==> src/pkg/adcs_map.vh <==
// Field positions, command codes, reset values and cycle counts of the ADC control block
`ifndef ADCS_MAP_VH
`define ADCS_MAP_VH

`define ADCS_CFG_W        12
`define ADCS_CFG_RST      12'h000
`define ADCS_B_REF        11
`define ADCS_B_FMT        10
`define ADCS_B_SPER       9
`define ADCS_B_CDIV       8
`define ADCS_B_PDIF       7
`define ADCS_B_MODE_HI    6
`define ADCS_B_MODE_LO    5
`define ADCS_B_SEQ_HI     4
`define ADCS_B_SEQ_LO     3
`define ADCS_B_PINF       2
`define ADCS_B_TRG_HI     1
`define ADCS_B_TRG_LO     0

`define ADCS_CMD_CH_MAX   4'h7
`define ADCS_CMD_PDN      4'h8
`define ADCS_CMD_RDCFG    4'h9
`define ADCS_CMD_WRCFG    4'hA
`define ADCS_CMD_TST_LO   4'hB
`define ADCS_CMD_TST_HI   4'hD
`define ADCS_CMD_FRD      4'hE
`define ADCS_CMD_NOP      4'hF
`define ADCS_TST_OFS      4'h3

`define ADCS_MODE_ONE     2'h0
`define ADCS_MODE_REP     2'h1
`define ADCS_MODE_SWP     2'h2
`define ADCS_MODE_RSWP    2'h3

`define ADCS_THR_0        4'h7
`define ADCS_THR_1        4'h5
`define ADCS_THR_2        4'h3
`define ADCS_THR_3        4'h1

`define ADCS_SAMP_SHORT   6'h0C
`define ADCS_SAMP_LONG    6'h18
`define ADCS_CMD_LAST     5'h03
`define ADCS_WORD_LAST    5'h0F
`define ADCS_WORD_BITS    5'h10
`define ADCS_CONV_CLKS    6'h0C
`define ADCS_TWOS_FLIP    12'h800
`define ADCS_FIFO_DEPTH   8

`endif

==> src/logic/adcs_fifo.v <==
// Result FIFO of the ADC control block: push, pop, clear, fill count
module adcs_fifo #(
  parameter WIDTH = 12,
  parameter DEPTH = 8,
  parameter AW    = 3
) (
  input  wire             i_core_clk,
  input  wire             i_rstn,
  input  wire             i_clear,
  input  wire             i_push,
  input  wire [WIDTH-1:0] i_wdata,
  input  wire             i_pop,
  output wire [WIDTH-1:0] o_rdata,
  output wire [3:0]       o_count,
  output wire             o_empty,
  output wire             o_full
);

  reg [WIDTH-1:0] mem [0:DEPTH-1];
  reg [AW-1:0]    wr_r;
  reg [AW-1:0]    rd_r;
  reg [3:0]       cnt_r;
  wire            do_push;
  wire            do_pop;

  assign o_empty = (cnt_r == 4'h0);
  assign o_full  = (cnt_r == DEPTH[3:0]);
  assign o_count = cnt_r;
  assign o_rdata = mem[rd_r];
  // A push into a full FIFO is dropped; the older samples are kept
  assign do_push = i_push & ~o_full;
  assign do_pop  = i_pop & ~o_empty;

  always @(posedge i_core_clk)
  begin
    if (do_push & ~i_clear)
    begin
      mem[wr_r] <= i_wdata;
    end
  end

  always @(posedge i_core_clk or negedge i_rstn)
  begin
    if (!i_rstn)
    begin
      wr_r  <= {AW{1'b0}};
      rd_r  <= {AW{1'b0}};
      cnt_r <= 4'h0;
    end
    else if (i_clear)
    begin
      wr_r  <= {AW{1'b0}};
      rd_r  <= {AW{1'b0}};
      cnt_r <= 4'h0;
    end
    else
    begin
      if (do_push)
      begin
        wr_r <= (wr_r == DEPTH[AW-1:0] - 1'b1) ? {AW{1'b0}} : wr_r + 1'b1;
      end
      if (do_pop)
      begin
        rd_r <= (rd_r == DEPTH[AW-1:0] - 1'b1) ? {AW{1'b0}} : rd_r + 1'b1;
      end
      cnt_r <= cnt_r + {3'h0, do_push} - {3'h0, do_pop};
    end
  end

endmodule

==> src/logic/adcs_sequencer.v <==
// Serial command port, configuration word and conversion sequencer of the ADC control block
`include "adcs_map.vh"

// Summary of operation
// - One 12-bit config word, writable and readable
// - Config word kept through power-down
// - 16-bit write survives a clock pause
// - Read-config command returns the config word
// - Bit 10 picks binary or two's complement
// - Bit 9 picks 12 or 24 sampling clocks
// - Bit 8 halves the conversion clock
// - Bit 7 selects pseudo-differential input
// - Bits 6:5 select the conversion mode
// - Bits 4:3 pick sweep order, sweep only
// - Bit 2 makes pin interrupt or done flag, mode 00 only
// - Bits 1:0 set threshold 7, 5, 3, 1
// - Sampling starts after a conversion command nibble
// - Start pin falling samples, rising converts
// - Held result shown on next read frame
// - Start pin, chip select or frame sync trigger
// - Mode 00 bypasses FIFO, flags done
// - Repeat mode discards unread FIFO, restarts
// - Sweep converts in order, stops at threshold
// - Sweep needs FIFO read before next sweep
// - Top nibble decodes the command set
// - Capture and launch edges follow framing
module adcs_sequencer #(
  parameter [5:0] CONV_CLKS = `ADCS_CONV_CLKS
) (
  input  wire        i_core_clk,
  input  wire        i_rstn,
  input  wire        i_sclk,
  input  wire        i_cs_n,
  input  wire        i_frame_sync,
  input  wire        i_sdi,
  input  wire        i_sample_start_n,
  input  wire [11:0] i_adc_result,
  output wire        o_sdo,
  output wire        o_sdo_oe,
  output wire        o_int_eoc_pin,
  output wire        o_sampling,
  output wire        o_converting,
  output wire [3:0]  o_channel_sel,
  output wire        o_pseudo_diff,
  output wire        o_ref_internal,
  output wire        o_power_down
);

  localparam [1:0] ST_IDLE = 2'h0;
  localparam [1:0] ST_SAMP = 2'h1;
  localparam [1:0] ST_SEXT = 2'h2;
  localparam [1:0] ST_CONV = 2'h3;

  reg        sclk_q1_r, sclk_q2_r, cs_q1_r, cs_q2_r;
  reg        fs_q1_r, fs_q2_r, ss_q1_r, ss_q2_r, sdi_q1_r;
  reg        spi_r;
  reg        in_frame_r;
  reg [4:0]  bitcnt_r;
  reg [15:0] shift_r;
  reg [3:0]  cmd_r;
  reg [15:0] osh_r;
  reg        sdo_r;
  reg        sdo_oe_r;
  reg [11:0] cfg_r;
  reg [1:0]  state_r;
  reg [5:0]  cnt_r;
  reg        div_r;
  reg [3:0]  chan_r;
  reg [2:0]  pos_r;
  reg        swp_hold_r;
  reg        rd_phase_r;
  reg        int_r;
  reg        pin_r;
  reg        pd_r;
  reg [11:0] outbuf_r;
  reg        push_r;
  reg        pop_r;
  reg        clr_r;
  reg [11:0] wdata_r;

  wire [11:0] fifo_head;
  wire [3:0]  fifo_cnt;
  wire        fifo_empty;

  wire [1:0] mode     = cfg_r[`ADCS_B_MODE_HI:`ADCS_B_MODE_LO];
  wire [1:0] seq_sel  = cfg_r[`ADCS_B_SEQ_HI:`ADCS_B_SEQ_LO];
  wire [1:0] trg_sel  = cfg_r[`ADCS_B_TRG_HI:`ADCS_B_TRG_LO];
  wire       fifo_use = (mode != `ADCS_MODE_ONE);
  wire       is_sweep = mode[1];

  wire sclk_rise = sclk_q1_r & ~sclk_q2_r;
  wire sclk_fall = ~sclk_q1_r & sclk_q2_r;
  wire cs_fall   = ~cs_q1_r & cs_q2_r;
  wire fs_fall   = ~fs_q1_r & fs_q2_r & ~cs_q1_r;
  wire ss_fall   = ~ss_q1_r & ss_q2_r;
  wire ss_rise   = ss_q1_r & ~ss_q2_r;

  // Frame sync idle high at select means plain SPI framing
  wire frame_start = (cs_fall & fs_q1_r) | fs_fall;
  wire cap_edge    = in_frame_r & (spi_r ? sclk_rise : sclk_fall) & (bitcnt_r != `ADCS_WORD_BITS);
  wire out_edge    = in_frame_r & (spi_r ? sclk_fall : sclk_rise);
  wire dec4        = cap_edge & (bitcnt_r == `ADCS_CMD_LAST);
  wire [3:0] cmd_now = {shift_r[2:0], sdi_q1_r};
  wire cmd_chan    = (cmd_now <= `ADCS_CMD_CH_MAX);
  wire cmd_test    = (cmd_now >= `ADCS_CMD_TST_LO) & (cmd_now <= `ADCS_CMD_TST_HI);
  wire cmd_conv    = cmd_chan | cmd_test;
  wire [3:0] ch_cmd = cmd_chan ? {1'b0, cmd_now[2:0]} : cmd_now - `ADCS_TST_OFS;

  wire [5:0] samp_len = cfg_r[`ADCS_B_SPER] ? `ADCS_SAMP_LONG : `ADCS_SAMP_SHORT;
  wire conv_tick = sclk_rise & (~cfg_r[`ADCS_B_CDIV] | div_r);

  reg [3:0] thr;
  always @*
  begin
    case (trg_sel)
      2'h0:    thr = `ADCS_THR_0;
      2'h1:    thr = `ADCS_THR_1;
      2'h2:    thr = `ADCS_THR_2;
      default: thr = `ADCS_THR_3;
    endcase
  end

  reg [2:0] seq_ch;
  always @*
  begin
    case (seq_sel)
      2'h0:    seq_ch = pos_r;
      2'h1:    seq_ch = {pos_r[1:0], 1'b0};
      2'h2:    seq_ch = {pos_r[2:1], 1'b0};
      default: seq_ch = {pos_r[0], 1'b0};
    endcase
  end

  // Sweep order replaces the channel of a select command; test selects stay explicit
  wire [3:0] start_ch = (is_sweep & cmd_chan) ? {1'b0, seq_ch} : ch_cmd;
  wire [11:0] result  = i_adc_result ^ (cfg_r[`ADCS_B_FMT] ? `ADCS_TWOS_FLIP : 12'h000);
  wire trig_ok = (state_r == ST_IDLE) & ~(mode == `ADCS_MODE_SWP & swp_hold_r);
  wire start_norm = dec4 & cmd_conv & ss_q1_r & trig_ok;
  wire start_ext  = ss_fall & trig_ok;
  wire conv_done  = (state_r == ST_CONV) & conv_tick & (cnt_r == CONV_CLKS - 1'b1);
  wire thr_hit    = fifo_use & conv_done & ((fifo_cnt + 4'h1) == thr);
  wire busy_nxt   = (state_r != ST_IDLE) & ~conv_done;

  always @(posedge i_core_clk or negedge i_rstn)
  begin
    if (!i_rstn)
    begin
      sclk_q1_r <= 1'b0;
      sclk_q2_r <= 1'b0;
      cs_q1_r   <= 1'b1;
      cs_q2_r   <= 1'b1;
      fs_q1_r   <= 1'b1;
      fs_q2_r   <= 1'b1;
      ss_q1_r   <= 1'b1;
      ss_q2_r   <= 1'b1;
      sdi_q1_r  <= 1'b0;
    end
    else
    begin
      sclk_q1_r <= i_sclk;
      sclk_q2_r <= sclk_q1_r;
      cs_q1_r   <= i_cs_n;
      cs_q2_r   <= cs_q1_r;
      fs_q1_r   <= i_frame_sync;
      fs_q2_r   <= fs_q1_r;
      ss_q1_r   <= i_sample_start_n;
      ss_q2_r   <= ss_q1_r;
      sdi_q1_r  <= i_sdi;
    end
  end

  // Serial port: bit count only moves on capture edges, so a stalled clock
  // between the two bytes of a write simply resumes later
  always @(posedge i_core_clk or negedge i_rstn)
  begin
    if (!i_rstn)
    begin
      spi_r      <= 1'b1;
      in_frame_r <= 1'b0;
      bitcnt_r   <= 5'h00;
      shift_r    <= 16'h0000;
      cmd_r      <= `ADCS_CMD_NOP;
      osh_r      <= 16'h0000;
      sdo_r      <= 1'b0;
      sdo_oe_r   <= 1'b0;
      cfg_r      <= `ADCS_CFG_RST;
      pd_r       <= 1'b0;
    end
    else
    begin
      if (cs_fall)
      begin
        spi_r <= fs_q1_r;
      end
      if (cs_q1_r)
      begin
        in_frame_r <= 1'b0;
        sdo_oe_r   <= 1'b0;
      end
      else if (frame_start)
      begin
        in_frame_r <= 1'b1;
        sdo_oe_r   <= 1'b1;
        bitcnt_r   <= 5'h00;
        cmd_r      <= `ADCS_CMD_NOP;
        // A waiting FIFO head goes out before the command is even known
        if (rd_phase_r & ~fifo_empty)
        begin
          osh_r <= {fifo_head, 4'h0};
          sdo_r <= fifo_head[11];
        end
        else
        begin
          osh_r <= {outbuf_r, 4'h0};
          sdo_r <= outbuf_r[11];
        end
      end
      else
      begin
        if (cap_edge)
        begin
          shift_r  <= {shift_r[14:0], sdi_q1_r};
          bitcnt_r <= bitcnt_r + 5'h01;
        end
        if (dec4)
        begin
          cmd_r <= cmd_now;
          pd_r  <= (cmd_now == `ADCS_CMD_PDN);
        end
        if (dec4 & (cmd_now == `ADCS_CMD_RDCFG))
        begin
          osh_r <= {1'b0, cfg_r, 3'h0};
        end
        else if (out_edge)
        begin
          osh_r <= {osh_r[14:0], 1'b0};
          sdo_r <= osh_r[14];
        end
        if (cap_edge & (bitcnt_r == `ADCS_WORD_LAST) & (cmd_r == `ADCS_CMD_WRCFG))
        begin
          cfg_r <= {shift_r[10:0], sdi_q1_r};
        end
      end
    end
  end

  // Conversion sequencer
  always @(posedge i_core_clk or negedge i_rstn)
  begin
    if (!i_rstn)
    begin
      state_r    <= ST_IDLE;
      cnt_r      <= 6'h00;
      div_r      <= 1'b0;
      chan_r     <= 4'h0;
      pos_r      <= 3'h0;
      swp_hold_r <= 1'b0;
      rd_phase_r <= 1'b0;
      int_r      <= 1'b0;
      outbuf_r   <= 12'h000;
      push_r     <= 1'b0;
      pop_r      <= 1'b0;
      clr_r      <= 1'b0;
      wdata_r    <= 12'h000;
      pin_r      <= 1'b1;
    end
    else
    begin
      push_r <= 1'b0;
      pop_r  <= 1'b0;
      clr_r  <= 1'b0;
      if (frame_start)
      begin
        int_r <= 1'b0;
      end
      if (dec4 & cmd_chan & ~is_sweep)
      begin
        chan_r <= ch_cmd;
      end
      case (state_r)
        ST_IDLE:
        begin
          if (start_norm | start_ext)
          begin
            state_r <= start_norm ? ST_SAMP : ST_SEXT;
            cnt_r   <= 6'h00;
            div_r   <= 1'b0;
            if (start_norm)
            begin
              chan_r <= start_ch;
            end
            else if (is_sweep)
            begin
              chan_r <= {1'b0, seq_ch};
            end
            if (is_sweep)
            begin
              pos_r <= pos_r + 3'h1;
            end
            // Unread data from the last run is dropped before new samples land
            if (rd_phase_r & (mode != `ADCS_MODE_SWP))
            begin
              clr_r      <= 1'b1;
              rd_phase_r <= 1'b0;
            end
          end
        end
        ST_SAMP:
        begin
          if (sclk_rise)
          begin
            cnt_r <= cnt_r + 6'h01;
            if (cnt_r == samp_len - 6'h01)
            begin
              state_r <= ST_CONV;
              cnt_r   <= 6'h00;
            end
          end
        end
        ST_SEXT:
        begin
          if (ss_rise)
          begin
            state_r <= ST_CONV;
          end
        end
        ST_CONV:
        begin
          if (sclk_rise)
          begin
            div_r <= ~div_r;
          end
          if (conv_tick)
          begin
            cnt_r <= cnt_r + 6'h01;
          end
          if (conv_done)
          begin
            state_r  <= ST_IDLE;
            outbuf_r <= result;
            if (fifo_use)
            begin
              push_r  <= 1'b1;
              wdata_r <= result;
            end
            else
            begin
              int_r <= ~cfg_r[`ADCS_B_PINF];
            end
            if (thr_hit)
            begin
              int_r      <= 1'b1;
              rd_phase_r <= 1'b1;
              if (mode == `ADCS_MODE_SWP)
              begin
                swp_hold_r <= 1'b1;
              end
            end
            if ((mode == `ADCS_MODE_SWP) & (pos_r == 3'h0))
            begin
              swp_hold_r <= 1'b1;
            end
          end
        end
        default:
        begin
          state_r <= ST_IDLE;
        end
      endcase
      if (dec4 & rd_phase_r)
      begin
        if (cmd_now == `ADCS_CMD_FRD)
        begin
          pop_r <= 1'b1;
          if (fifo_cnt == 4'h1)
          begin
            rd_phase_r <= 1'b0;
          end
        end
        else if ((cmd_now != `ADCS_CMD_NOP) & (mode != `ADCS_MODE_SWP))
        begin
          clr_r      <= 1'b1;
          rd_phase_r <= 1'b0;
        end
      end
      if (swp_hold_r & fifo_empty & ~rd_phase_r & ~push_r)
      begin
        swp_hold_r <= 1'b0;
        pos_r      <= 3'h0;
      end
      if (!is_sweep)
      begin
        pos_r <= 3'h0;
      end
      // The done flag only exists in mode 00; other modes always interrupt
      if (cfg_r[`ADCS_B_PINF] & ~fifo_use)
      begin
        pin_r <= ~busy_nxt;
      end
      else
      begin
        // A threshold hit in the cycle of a frame start still pulls the pin low
        pin_r <= ~((int_r & ~frame_start) | thr_hit);
      end
    end
  end

  adcs_fifo #(
    .WIDTH (`ADCS_CFG_W),
    .DEPTH (`ADCS_FIFO_DEPTH),
    .AW    (3)
  ) u_fifo (
    .i_core_clk (i_core_clk),
    .i_rstn     (i_rstn),
    .i_clear    (clr_r),
    .i_push     (push_r),
    .i_wdata    (wdata_r),
    .i_pop      (pop_r),
    .o_rdata    (fifo_head),
    .o_count    (fifo_cnt),
    .o_empty    (fifo_empty),
    .o_full     ()
  );

  reg sampling_r, converting_r;
  reg [3:0] chsel_r;
  reg pdif_r, refi_r, pdo_r;
  always @(posedge i_core_clk or negedge i_rstn)
  begin
    if (!i_rstn)
    begin
      sampling_r   <= 1'b0;
      converting_r <= 1'b0;
      chsel_r      <= 4'h0;
      pdif_r       <= 1'b0;
      refi_r       <= 1'b0;
      pdo_r        <= 1'b0;
    end
    else
    begin
      sampling_r   <= (state_r == ST_SAMP) | (state_r == ST_SEXT);
      converting_r <= (state_r == ST_CONV);
      chsel_r      <= chan_r;
      pdif_r       <= cfg_r[`ADCS_B_PDIF];
      refi_r       <= cfg_r[`ADCS_B_REF];
      pdo_r        <= pd_r;
    end
  end

  assign o_sdo          = sdo_r;
  assign o_sdo_oe       = sdo_oe_r;
  assign o_int_eoc_pin  = pin_r;
  assign o_sampling     = sampling_r;
  assign o_converting   = converting_r;
  assign o_channel_sel  = chsel_r;
  assign o_pseudo_diff  = pdif_r;
  assign o_ref_internal = refi_r;
  assign o_power_down   = pdo_r;

endmodule

==> config.mk <==
export PLATFORM = sky130hd
export DESIGN_NAME = adcs_sequencer
export DESIGN_NICKNAME = d
export VERILOG_FILES = /design/src/logic/adcs_fifo.v /design/src/logic/adcs_sequencer.v
export VERILOG_INCLUDE_DIRS = /design/src /design/src/pkg
export SDC_FILE = /design/constraint.sdc
export NUM_CORES = 1
export LEC_CHECK = 0
export ABC_CLOCK_PERIOD_IN_PS = 2900
export BUFFER_PORTS_ARGS = -buffer_cell sky130_fd_sc_hd__buf_4
export CORE_MARGIN = 3
export CORE_UTILIZATION = 62
export CTS_CLUSTER_SIZE = 24
export DETAILED_ROUTE_END_ITERATION = 7
export GPL_TIMING_DRIVEN = 0
export HOLD_SLACK_MARGIN = 0.02
export PLACE_DENSITY = 0.89
export SYNTH_ARGS = -nofsm -noshare
export SYNTH_HDL_FRONTEND = slang
export SYNTH_SLANG_ARGS = --single-unit
==> constraint.sdc <==
create_clock -name i_core_clk -period 2.9 [get_ports i_core_clk]
set_input_delay 0 -clock i_core_clk [delete_from_list [all_inputs] [get_ports i_core_clk]]
set_output_delay 0 -clock i_core_clk [all_outputs]
set_load 0.005 [all_outputs]
==> flow_metrics.tcl, run 1 <==
set metrics [dict create \
    cp.required_ns 3.01 \
    ys_ff_latch 219 \
    clockRootBuffer "clkbuf_16" \
    p_total_mw 7.46 \
    yosysTopAreaCell "edfxtp_1" \
    cts_hold_buf 19 \
    power-per-cell-area_mw_per_mm2 662 \
    clock_sinks 219 \
    avgSynthCellArea_um2 13.1 \
    postCtsSetupBuffers 0 \
    peakVddDrop_v 0.000454 \
    slew_headroom_pct 19.7 \
    multiInputGateArea_mm2 0.00353 \
    skew_ns 0.0156 \
    synth.net_count 794 \
    gp_congestion 0.897 \
    dp_slack_ns 0.223 \
    antenna_found_initial 0 \
    netlist_area_mm2 0.00977 \
    yosysTopAreaCellShare_pct 29.5 \
    core-area_mm2 0.0153 \
    port_buffers 30 \
    ys_types 69 \
    syn_inst 746 \
    hold_path_class "in2async" \
    synthArstFlopShare_pct 56.2 \
    die_width_um 132 \
    drc 0 \
    period_share_pct 94.1 \
    diodes 0 \
    die_y_um 132 \
    cp_data_arrival_time_ns 2.84 \
    ys_top_cells_by_count "111 x dfrtp_1, 96 x edfxtp_1, 44 x nand2_1, 43 x a21oi_1, 43 x mux2i_1" \
    vias 6735 \
    final_max_slew_viol_count 0 \
    layout.nets 869 \
    placed_cells 988 \
    synth_most_common_cell "dfrtp_1" \
    status "completed" \
    core.rowCount 45 \
    tns_ns 0 \
    dieArea_mm2 0.0173 \
    grt_max_degree 86 \
    ant_nets 0 \
    endpoint_kind "flip-flop" \
    clk_latency_ns 0.51 \
    grt-ovfl-total 0 \
    critPathLaunchType "flip-flop" \
    ioPinCount 31 \
    synth_edf_count 96 \
    synth_seq_area_share_pct 61.2 \
    start_util_pct 63.8 \
    leakagePower_nw 4.41 \
    nFillCells 932 \
    fin_crit_ns 2.73 \
    finalSetupViolations 0 \
    hold_viol_final 0 \
    drive_above_1_share_pct 16.7 \
    synthFlopType "dfrtp_1" \
    layout.cells.non_filler 1049 \
    avgViaCountPerCell 6.42 \
    dr.pass1.iters 5 \
    max_freq_ghz 0.367 \
    clk_pin_slew_ns 0.06 \
    area_growth_pct 15.5 \
    maxCapViolCount 0 \
    register_area_mm2 0.00598 \
    tightest_slew_ns 1.20 \
    critPathKind "reg2reg" \
    grt_usage_pct 27.1 \
    first_global_vias 6899 \
    cts_buffers 23 \
    layout_setup_ws_ns 0.172 \
    clk_path_buf_depth 3 \
    wire_per_inst_um 22.1 \
    grt_pass1_wl_um 37500 \
    cp_max_fo 12 \
    wirelength_um 23200 \
    netlist_top_cells_area "edfxtp_1 30%, dfrtp_1 28%, mux2i_1 4.4%" \
    cts_tree "yes" \
    cts_resized 0 \
    grt_setup_unrepaired "no" \
    yosysWarningCount 0 \
    dp_hpwl_um 14700 \
    cts-htree-levels 1 \
    drt_iter0_drc 739 \
]
## worst paths after layout
kind	start	endpoint	slack, ns	cells past startpoint
setup / recovery	u_fifo.o_count[1]	u_fifo.mem[2][0]	0.17	6
hold / removal	i_rstn	o_int_eoc_pin	0.09	2
setup reg to reg	u_fifo.o_count[1]	u_fifo.mem[2][0]	0.17	6
hold reg to reg	chan_r[3]	o_channel_sel[3]	0.39	0
max in group asynchronous	i_rstn	cs_q1_r	2.34	3
min in group i_core_clk	i_frame_sync	fs_q1_r	0.15	2
## final cells by class
| type | instances | share of cell area, % |
|---|---|---|
| Sequential cell | 219 | 53.0 |
| Inverter | 36 | 1.20 |
| Tap cell | 211 | 2.34 |
| Clock inverter | 14 | 1.34 |
| Multi-Input combinational cell | 461 | 31.3 |
| Timing Repair Buffer | 50 | 4.05 |
| Clock buffer | 28 | 5.57 |
| Buffer | 30 | 1.17 |
## sequential cells by signal (all words and copies together) (netlist names), 5 cells and up
signal	count
bitcnt_r	5
cfg_r	12
cnt_r	6
osh_r	12
outbuf_r	12
shift_r	11
u_fifo.mem	96
wdata_r	12
## logic make-up (layout without fill, tap and decap cells)
family | after synthesis | count (layout) | synth area share, %
buffers and inverters | 66 | 158 | 2.73
multiplexers | 112 | 112 | 12.5
flip-flops | 219 | 219 | 61.2
AND/OR/NAND/NOR | 150 | 150 | 8.06
adder cells (fa/ha/maj) | 29 | 29 | 3.79
AO/OA/AOI/OAI | 163 | 163 | 11.1
XOR/XNOR | 7 | 7 | 0.628
## critical path: stages (launching register included)
cell and delay, ns:
dfrtp_1 0.40, inv_1 0.14, ha_1 0.22, nand2_1 0.06
nand2_1 0.16, or3_1 0.44, nor2_1 0.93
## layout by cell type, fill, tap and decap left out, types with 4 or more instances in the layout
master / instances
a211oi_1: 4
a21oi_1: 43
a22o_1: 11
a22oi_1: 12
and3_1: 4
buf_2: 9
buf_4: 29
clkbuf_1: 21
clkbuf_16: 23
clkinv_2: 5
dfrtp_1: 111
dfstp_2: 12
dlygate4sd3_1: 18
edfxtp_1: 96
ha_1: 28
inv_1: 36
mux2_1: 32
mux2_2: 36
mux2i_1: 43
nand2_1: 44
nand2b_1: 12
nand3_1: 11
nand4_1: 5
nand4b_1: 4
nor2_1: 26
nor2b_1: 9
nor3_1: 6
nor4_1: 4
o21ai_0: 33
o21ai_1: 5
o221ai_1: 12
o22a_1: 4
o22ai_1: 7
xnor2_1: 6
## report_power, final
group / switching, mW / internal, mW
logic: 0.549 / 0.383
clock network: 1.20 / 1.81
registers: 0.148 / 3.37
total: 1.90 / 5.56
## through the flow
stage | hold WS (ns) | cell area (um2) | utilization [%]
after floorplan | -0.296 | 9770 | -
after global placement | 0.108 | 10300 | 67.0
after detailed placement | -0.0727 | 10300 | 67.2
after CTS | 0.0690 | 11300 | 73.6
after global routing | 0.0866 | 11300 | 73.6
final | 0.0853 | 11300 | 73.6
## per-layer routing
layer	up-vias	track usage [%]	routed length, um
met5	-	0	0
met1	3368	35.0	9050
met3	66	4.02	1550
met4	0	7.88	647
met2	366	47.9	11900
li1	2935	-	-
Note: power is estimated with default switching activity, not from simulation.
==> run 2, diff against run 1 <==
CELL_PAD_IN_SITES_DETAIL_PLACEMENT = 2   (was not set)
CELL_PAD_IN_SITES_GLOBAL_PLACEMENT = 2   (was not set)
CORE_UTILIZATION = 44   (was 62)
PLACE_DENSITY = 0.88   (was 0.89)
==> flow_metrics.tcl, run 2 (synthesis gave the netlist of run 1 again) <==
set metrics [dict create \
    layout_common_cells "111 x dfrtp_1, 96 x edfxtp_1, 44 x nand2_1, 43 x a21oi_1, 43 x mux2i_1" \
    dieArea_mm2 0.0240 \
    largest_register_ffs 96 \
    crit_path_frequent_cell "buf_4" \
    core-area_mm2 0.0214 \
    die_width_um 155 \
    crit_chain "ha_2 > or4b_4 > a2111oi_4 > buf_4 > buf_4 > buf_6 > mux2i_1 > a21oi_1 > a22o_1" \
    skew_ns 0.0292 \
    utilization_pct 53.2 \
    fin_crit_ns 2.85 \
    maxCapViolCount 0 \
    drt_iter0_drc 668 \
    antenna_found_initial 0 \
    gp_congestion 0.827 \
    max_freq_ghz 0.351 \
    hold_path_class "in2async" \
    layout_commonest_cell "dfrtp_1" \
    period_share_pct 98.1 \
    tightest_slew_ns 1.28 \
    critPathLaunchType "flip-flop" \
    leakagePower_nw 4.41 \
    grt_setup_unrepaired "yes" \
    grt_pass1_wl_um 52300 \
    critical_path.startpoint "bitcnt_r[0]" \
    ant_nets 0 \
    cts-htree-levels 1 \
    status "completed" \
    grt_usage_pct 28.7 \
    core.rowCount 53 \
    area_growth_pct 16.6 \
    clock_sinks 219 \
    cts_buffers 24 \
    avgViaCountPerCell 6.31 \
    crit_path_top_delay_cell "or4b_4" \
    clk_path_buf_depth 3 \
    final_max_slew_viol_count 0 \
    layout_setup_ws_ns 0.0544 \
    grt_max_degree 88 \
    cp.depth 9 \
    cts_tree "yes" \
    dp_hpwl_um 22200 \
    drive_above_1_share_pct 17.6 \
    power-per-cell-area_mw_per_mm2 665 \
    slew_headroom_pct 14.1 \
    clk_latency_ns 0.54 \
    peakVddDrop_v 0.000417 \
    cp_max_fo 10 \
    layout.nets 875 \
    finalSetupViolations 0 \
    dr.pass1.iters 5 \
    cp_top_family "compound AO/OA/AOI/OAI gates" \
    r2r_start "bitcnt_r[0]" \
    wirelength_um 34300 \
    vias 7071 \
    slowest_delay_ns 0.54 \
    endpoint_kind "flip-flop" \
    critPathKind "reg2reg" \
    drc 0 \
    first_global_vias 8037 \
    diodes 0 \
    cp_data_arrival_time_ns 3.25 \
    p_total_mw 7.58 \
    cp.required_ns 3.30 \
    tns_ns 0 \
    grt-ovfl-total 0 \
    start_util_pct 45.6 \
    path_buf_inv 3 \
    port_buffers 30 \
    die_y_um 155 \
    largest_register "u_fifo.mem" \
    r2r_cells 9 \
    hold_viol_final 0 \
    clk_pin_slew_ns 0.07 \
    ioPinCount 31 \
    clockRootBuffer "clkbuf_16" \
    wire_per_inst_um 30.6 \
    dp_slack_ns 0.0435 \
]
[run 2: changes by cell type in the layout (fill, tap and decap cells not counted), sizes merged]
| cell | change |
|---|---|
| buf | +4 |
| clkinv | +1 |
| clkbuf | +8 |
| clkinvlp | -1 |
| bufinv | -3 |
| inv | -2 |
[run 2: metal layers]
layer  vias up  routed length (um)  share of wire [%]  GRT usage [%]
li1       2947                   -                  -              -
met1      3693               13600                 40           36.5
met2       307               17100                 50           48.6
met3       124                1600                4.7           4.03
met4         0                1920                5.6           13.2
met5         -                   0                  0              0
[run 2: repair_timing]
action                     in CTS  in global routing
setup buffers                   3                  0
setup endpoints to repair       1                 91
hold endpoints to repair      147                  0
resized for setup               1                 12
cloned                          0                  0
hold buffers                   19                  0
pin swaps                       1                  0
[run 2: path summary, 6_finish.rpt]
| path | to | slack (ns) |
|---|---|---|
| min | cnt_r[3] | 0.06 |
| max reg2reg | osh_r[13] | 0.05 |
| max | osh_r[13] | 0.05 |
| min reg2reg | o_power_down | 0.38 |
| min in group i_core_clk | sdi_q1_r | 0.12 |
| max in group asynchronous | fs_q2_r | 2.31 |
[run 2: per-stage QoR]
| step | cell area (um2) | std cells | hold WS, ns |
|---|---|---|---|
| 6_report | 11400 | 1120 | 0.0638 |
| 5_1_grt | 11400 | 1120 | 0.0634 |
| 3_5_place_dp | 10400 | 1054 | -0.0705 |
| 4_1_cts | 11400 | 1120 | 0.0557 |
| 2_1_floorplan | 9770 | 746 | -0.296 |
| 3_3_place_gp | 10300 | 1051 | 0.108 |
[run 2: layout make-up]
class | count | area (um2)
Buffer | 30 | 135
Clock buffer | 35 | 673
Clock inverter | 9 | 52.6
Fill cell | 2016 | 10000
Inverter | 36 | 135
Multi-Input combinational cell | 461 | 3570
Sequential cell | 219 | 5980
Tap cell | 275 | 344
Timing Repair Buffer | 55 | 502
[run 2: where the power goes]
group / switching, mW / total, mW / leakage, nW / internal (mW)
clock network: 1.33 / 2.95 / 0.357 / 1.61
registers: 0.183 / 3.55 / 2.33 / 3.37
logic: 0.689 / 1.08 / 1.73 / 0.394
[run 2: worst reg2reg max path: cells and delay by family (launching register included)]
family	cells	cell delay, ns
compound gates	3	0.77
simple gates	1	0.54
buf+inv	3	0.51
flops	1	0.42
fa+ha+maj	1	0.26
mux	1	0.23
==> run 3, diff against run 2 <==
CORE_UTILIZATION = 46   (was 44)
CTS_BUF_LIST = sky130_fd_sc_hd__clkbuf_8   (was not set)
PLACE_DENSITY = 0.91   (was 0.88)
==> flow_metrics.tcl, run 3 (synthesis gave the netlist of run 1 again) <==
set metrics [dict create \
    wirelength_um 40500 \
    vias 7502 \
    max_freq_ghz 0.347 \
    antenna_found_initial 0 \
    power_frac_comb_pct 14.8 \
    rrSetupSlack_ns 0.02 \
    cts-htree-levels 2 \
    grt-ovfl-total 0 \
    die_width_um 152 \
    wire_per_inst_um 35.7 \
    slew_headroom_pct 37.5 \
    clock_sinks 219 \
    drive_above_1_share_pct 20.0 \
    crit_chain "nand4b_1 > nand2_2 > nand3_1 > nor3_2 > buf_2 > mux2_1" \
    core.rowCount 52 \
    hold_path_class "in2async" \
    cp_max_fo 10 \
    skew_ns 0.0440 \
    cts_buffers 37 \
    placed_cells 1049 \
    layout.nets 887 \
    ioPinCount 31 \
    critical_path.startpoint "sclk_q2_r" \
    endpoint_kind "flip-flop" \
    final_max_slew_viol_count 0 \
    largest_register "u_fifo.mem" \
    clk_path_buf_depth 3 \
    peakVddDrop_v 0.000290 \
    wl_met2_um 20000 \
    r2r-end "cfg_r[3]" \
    layout.cells.non_filler 1135 \
    leakagePower_nw 4.46 \
    grt_max_degree 64 \
    hold_viol_final 0 \
    cts_tree "yes" \
    critPathLaunchType "flip-flop" \
    layout_commonest_cell "dfrtp_1" \
    power.share.clock_pct 38.6 \
    cp.required_ns 3.31 \
    clockRootBuffer "clkbuf_8" \
    first_global_vias 8356 \
    critPathKind "reg2reg" \
    p_sw_mw 2.43 \
    gp_congestion 0.804 \
    largest_register_ffs 96 \
    cp_data_arrival_time_ns 3.29 \
    dp_slack_ns -0.0634 \
    diodes 0 \
    dr.pass1.iters 7 \
    drc 0 \
    layout_common_cells "111 x dfrtp_1, 96 x edfxtp_1, 48 x clkbuf_8, 46 x inv_1" \
    avgViaCountPerCell 6.61 \
    slowest_delay_ns 0.51 \
    r2r_cells 6 \
    whs_ns 0.0233 \
    finalSetupViolations 0 \
    switching_share_pct 31.6 \
    dieArea_mm2 0.0230 \
    status "completed" \
    r2r_start "sclk_q2_r" \
    pwr-share-seq_pct 46.6 \
    die_y_um 152 \
    crit_path_top_delay_cell "dfrtp_1" \
    met1_length_um 15100 \
    grt_pass1_wl_um 59100 \
    maxCapViolCount 0 \
    start_util_pct 47.5 \
    area_growth_pct 16.6 \
    grt_usage_pct 35.8 \
    top_layer_used "met4" \
    tightest_slew_ns 0.937 \
    wl_met3_um 2730 \
    clk_latency_ns 0.58 \
    layout_setup_ws_ns 0.0182 \
    port_buffers 30 \
    power-per-cell-area_mw_per_mm2 673 \
    clk_pin_slew_ns 0.08 \
    internal_power_mw 5.24 \
    dp_hpwl_um 22500 \
    period_share_pct 99.4 \
    drt_iter0_drc 662 \
    fin_crit_ns 2.88 \
    core-area_mm2 0.0206 \
    ant_nets 0 \
]
run 3: changes by cell type in the layout (fill, tap and decap cells not counted), moves of 2 or more:
cell        change
nor2_2          +3
clkbuf_16      -25
clkinvlp_4      +2
clkinv_2        -4
clkbuf_1       -10
clkbuf_8       +47
inv_1          +10
nor2_1          -3
run 3: per-layer routing:
layer / up-vias / GRT usage, %
li1: 2961 / -
met1: 3916 / 42.1
met2: 447 / 61.1
met3: 178 / 7.05
met4: 0 / 20.8
met5: - / 0
run 3: metrics by stage:
step | power [mW] | TNS (ns) | utilization, % | instance area (um2)
after floorplan | 4.13 | 0 | - | 9770
after global placement | 4.41 | -6.71 | 50.2 | 10300
after detailed placement | 4.58 | -0.748 | 50.5 | 10400
after CTS | 7.54 | 0 | 55.1 | 11300
after global routing | 7.88 | -0.0196 | 55.4 | 11400
final | 7.67 | 0 | 55.4 | 11400
run 3: worst max-delay path: cells and delay by family, from the launching register on:
| kind | cells | cell delay [ns] |
|---|---|---|
| buffers and inverters | 1 | 0.42 |
| flip-flops | 1 | 0.51 |
| multiplexers | 1 | 0.42 |
| AND/OR/NAND/NOR | 4 | 1.35 |
run 3: worst max-delay path by stage:
stage	depth (start not counted)	end
3_3_place_gp	6	u_fifo.mem[0][5]
2_1_floorplan	6	u_fifo.mem[0][0]
4_1_cts	7	u_fifo.mem[3][8]
5_1_grt	7	wdata_r[5]
3_5_place_dp	6	u_fifo.mem[2][2]
6_report	6	cfg_r[3]
run 3: what timing repair did:
item / CTS / global route
hold buffers: 18 / 0
endpoints found under the hold margin: 152 / 0
resized for setup: 7 / 11
pin swaps: 0 / 1
buffers inserted: 0 / 3
endpoints found under the setup margin: 55 / 53
run 3: final cells by class:
| cell class | instances | area, um2 |
|---|---|---|
| fill | 1893 | 9170 |
| clock inverter | 17 | 72.6 |
| timing repair buffer | 54 | 482 |
| clock buffer | 48 | 661 |
| multi-input combinational | 461 | 3590 |
| buffer | 30 | 136 |
| tap | 270 | 338 |
| sequential | 219 | 5980 |
| inverter | 36 | 135 |
run 3: power by group through the flow:
stage               registers, mW  logic, mW  clock network [mW]
global placement             3.55      0.855                   0
CTS                          3.55       1.10                2.89
floorplan                    3.52      0.612                   0
global route                 3.58       1.21                3.10
detailed placement           3.59      0.992                   0
finish                       3.57       1.14                2.96
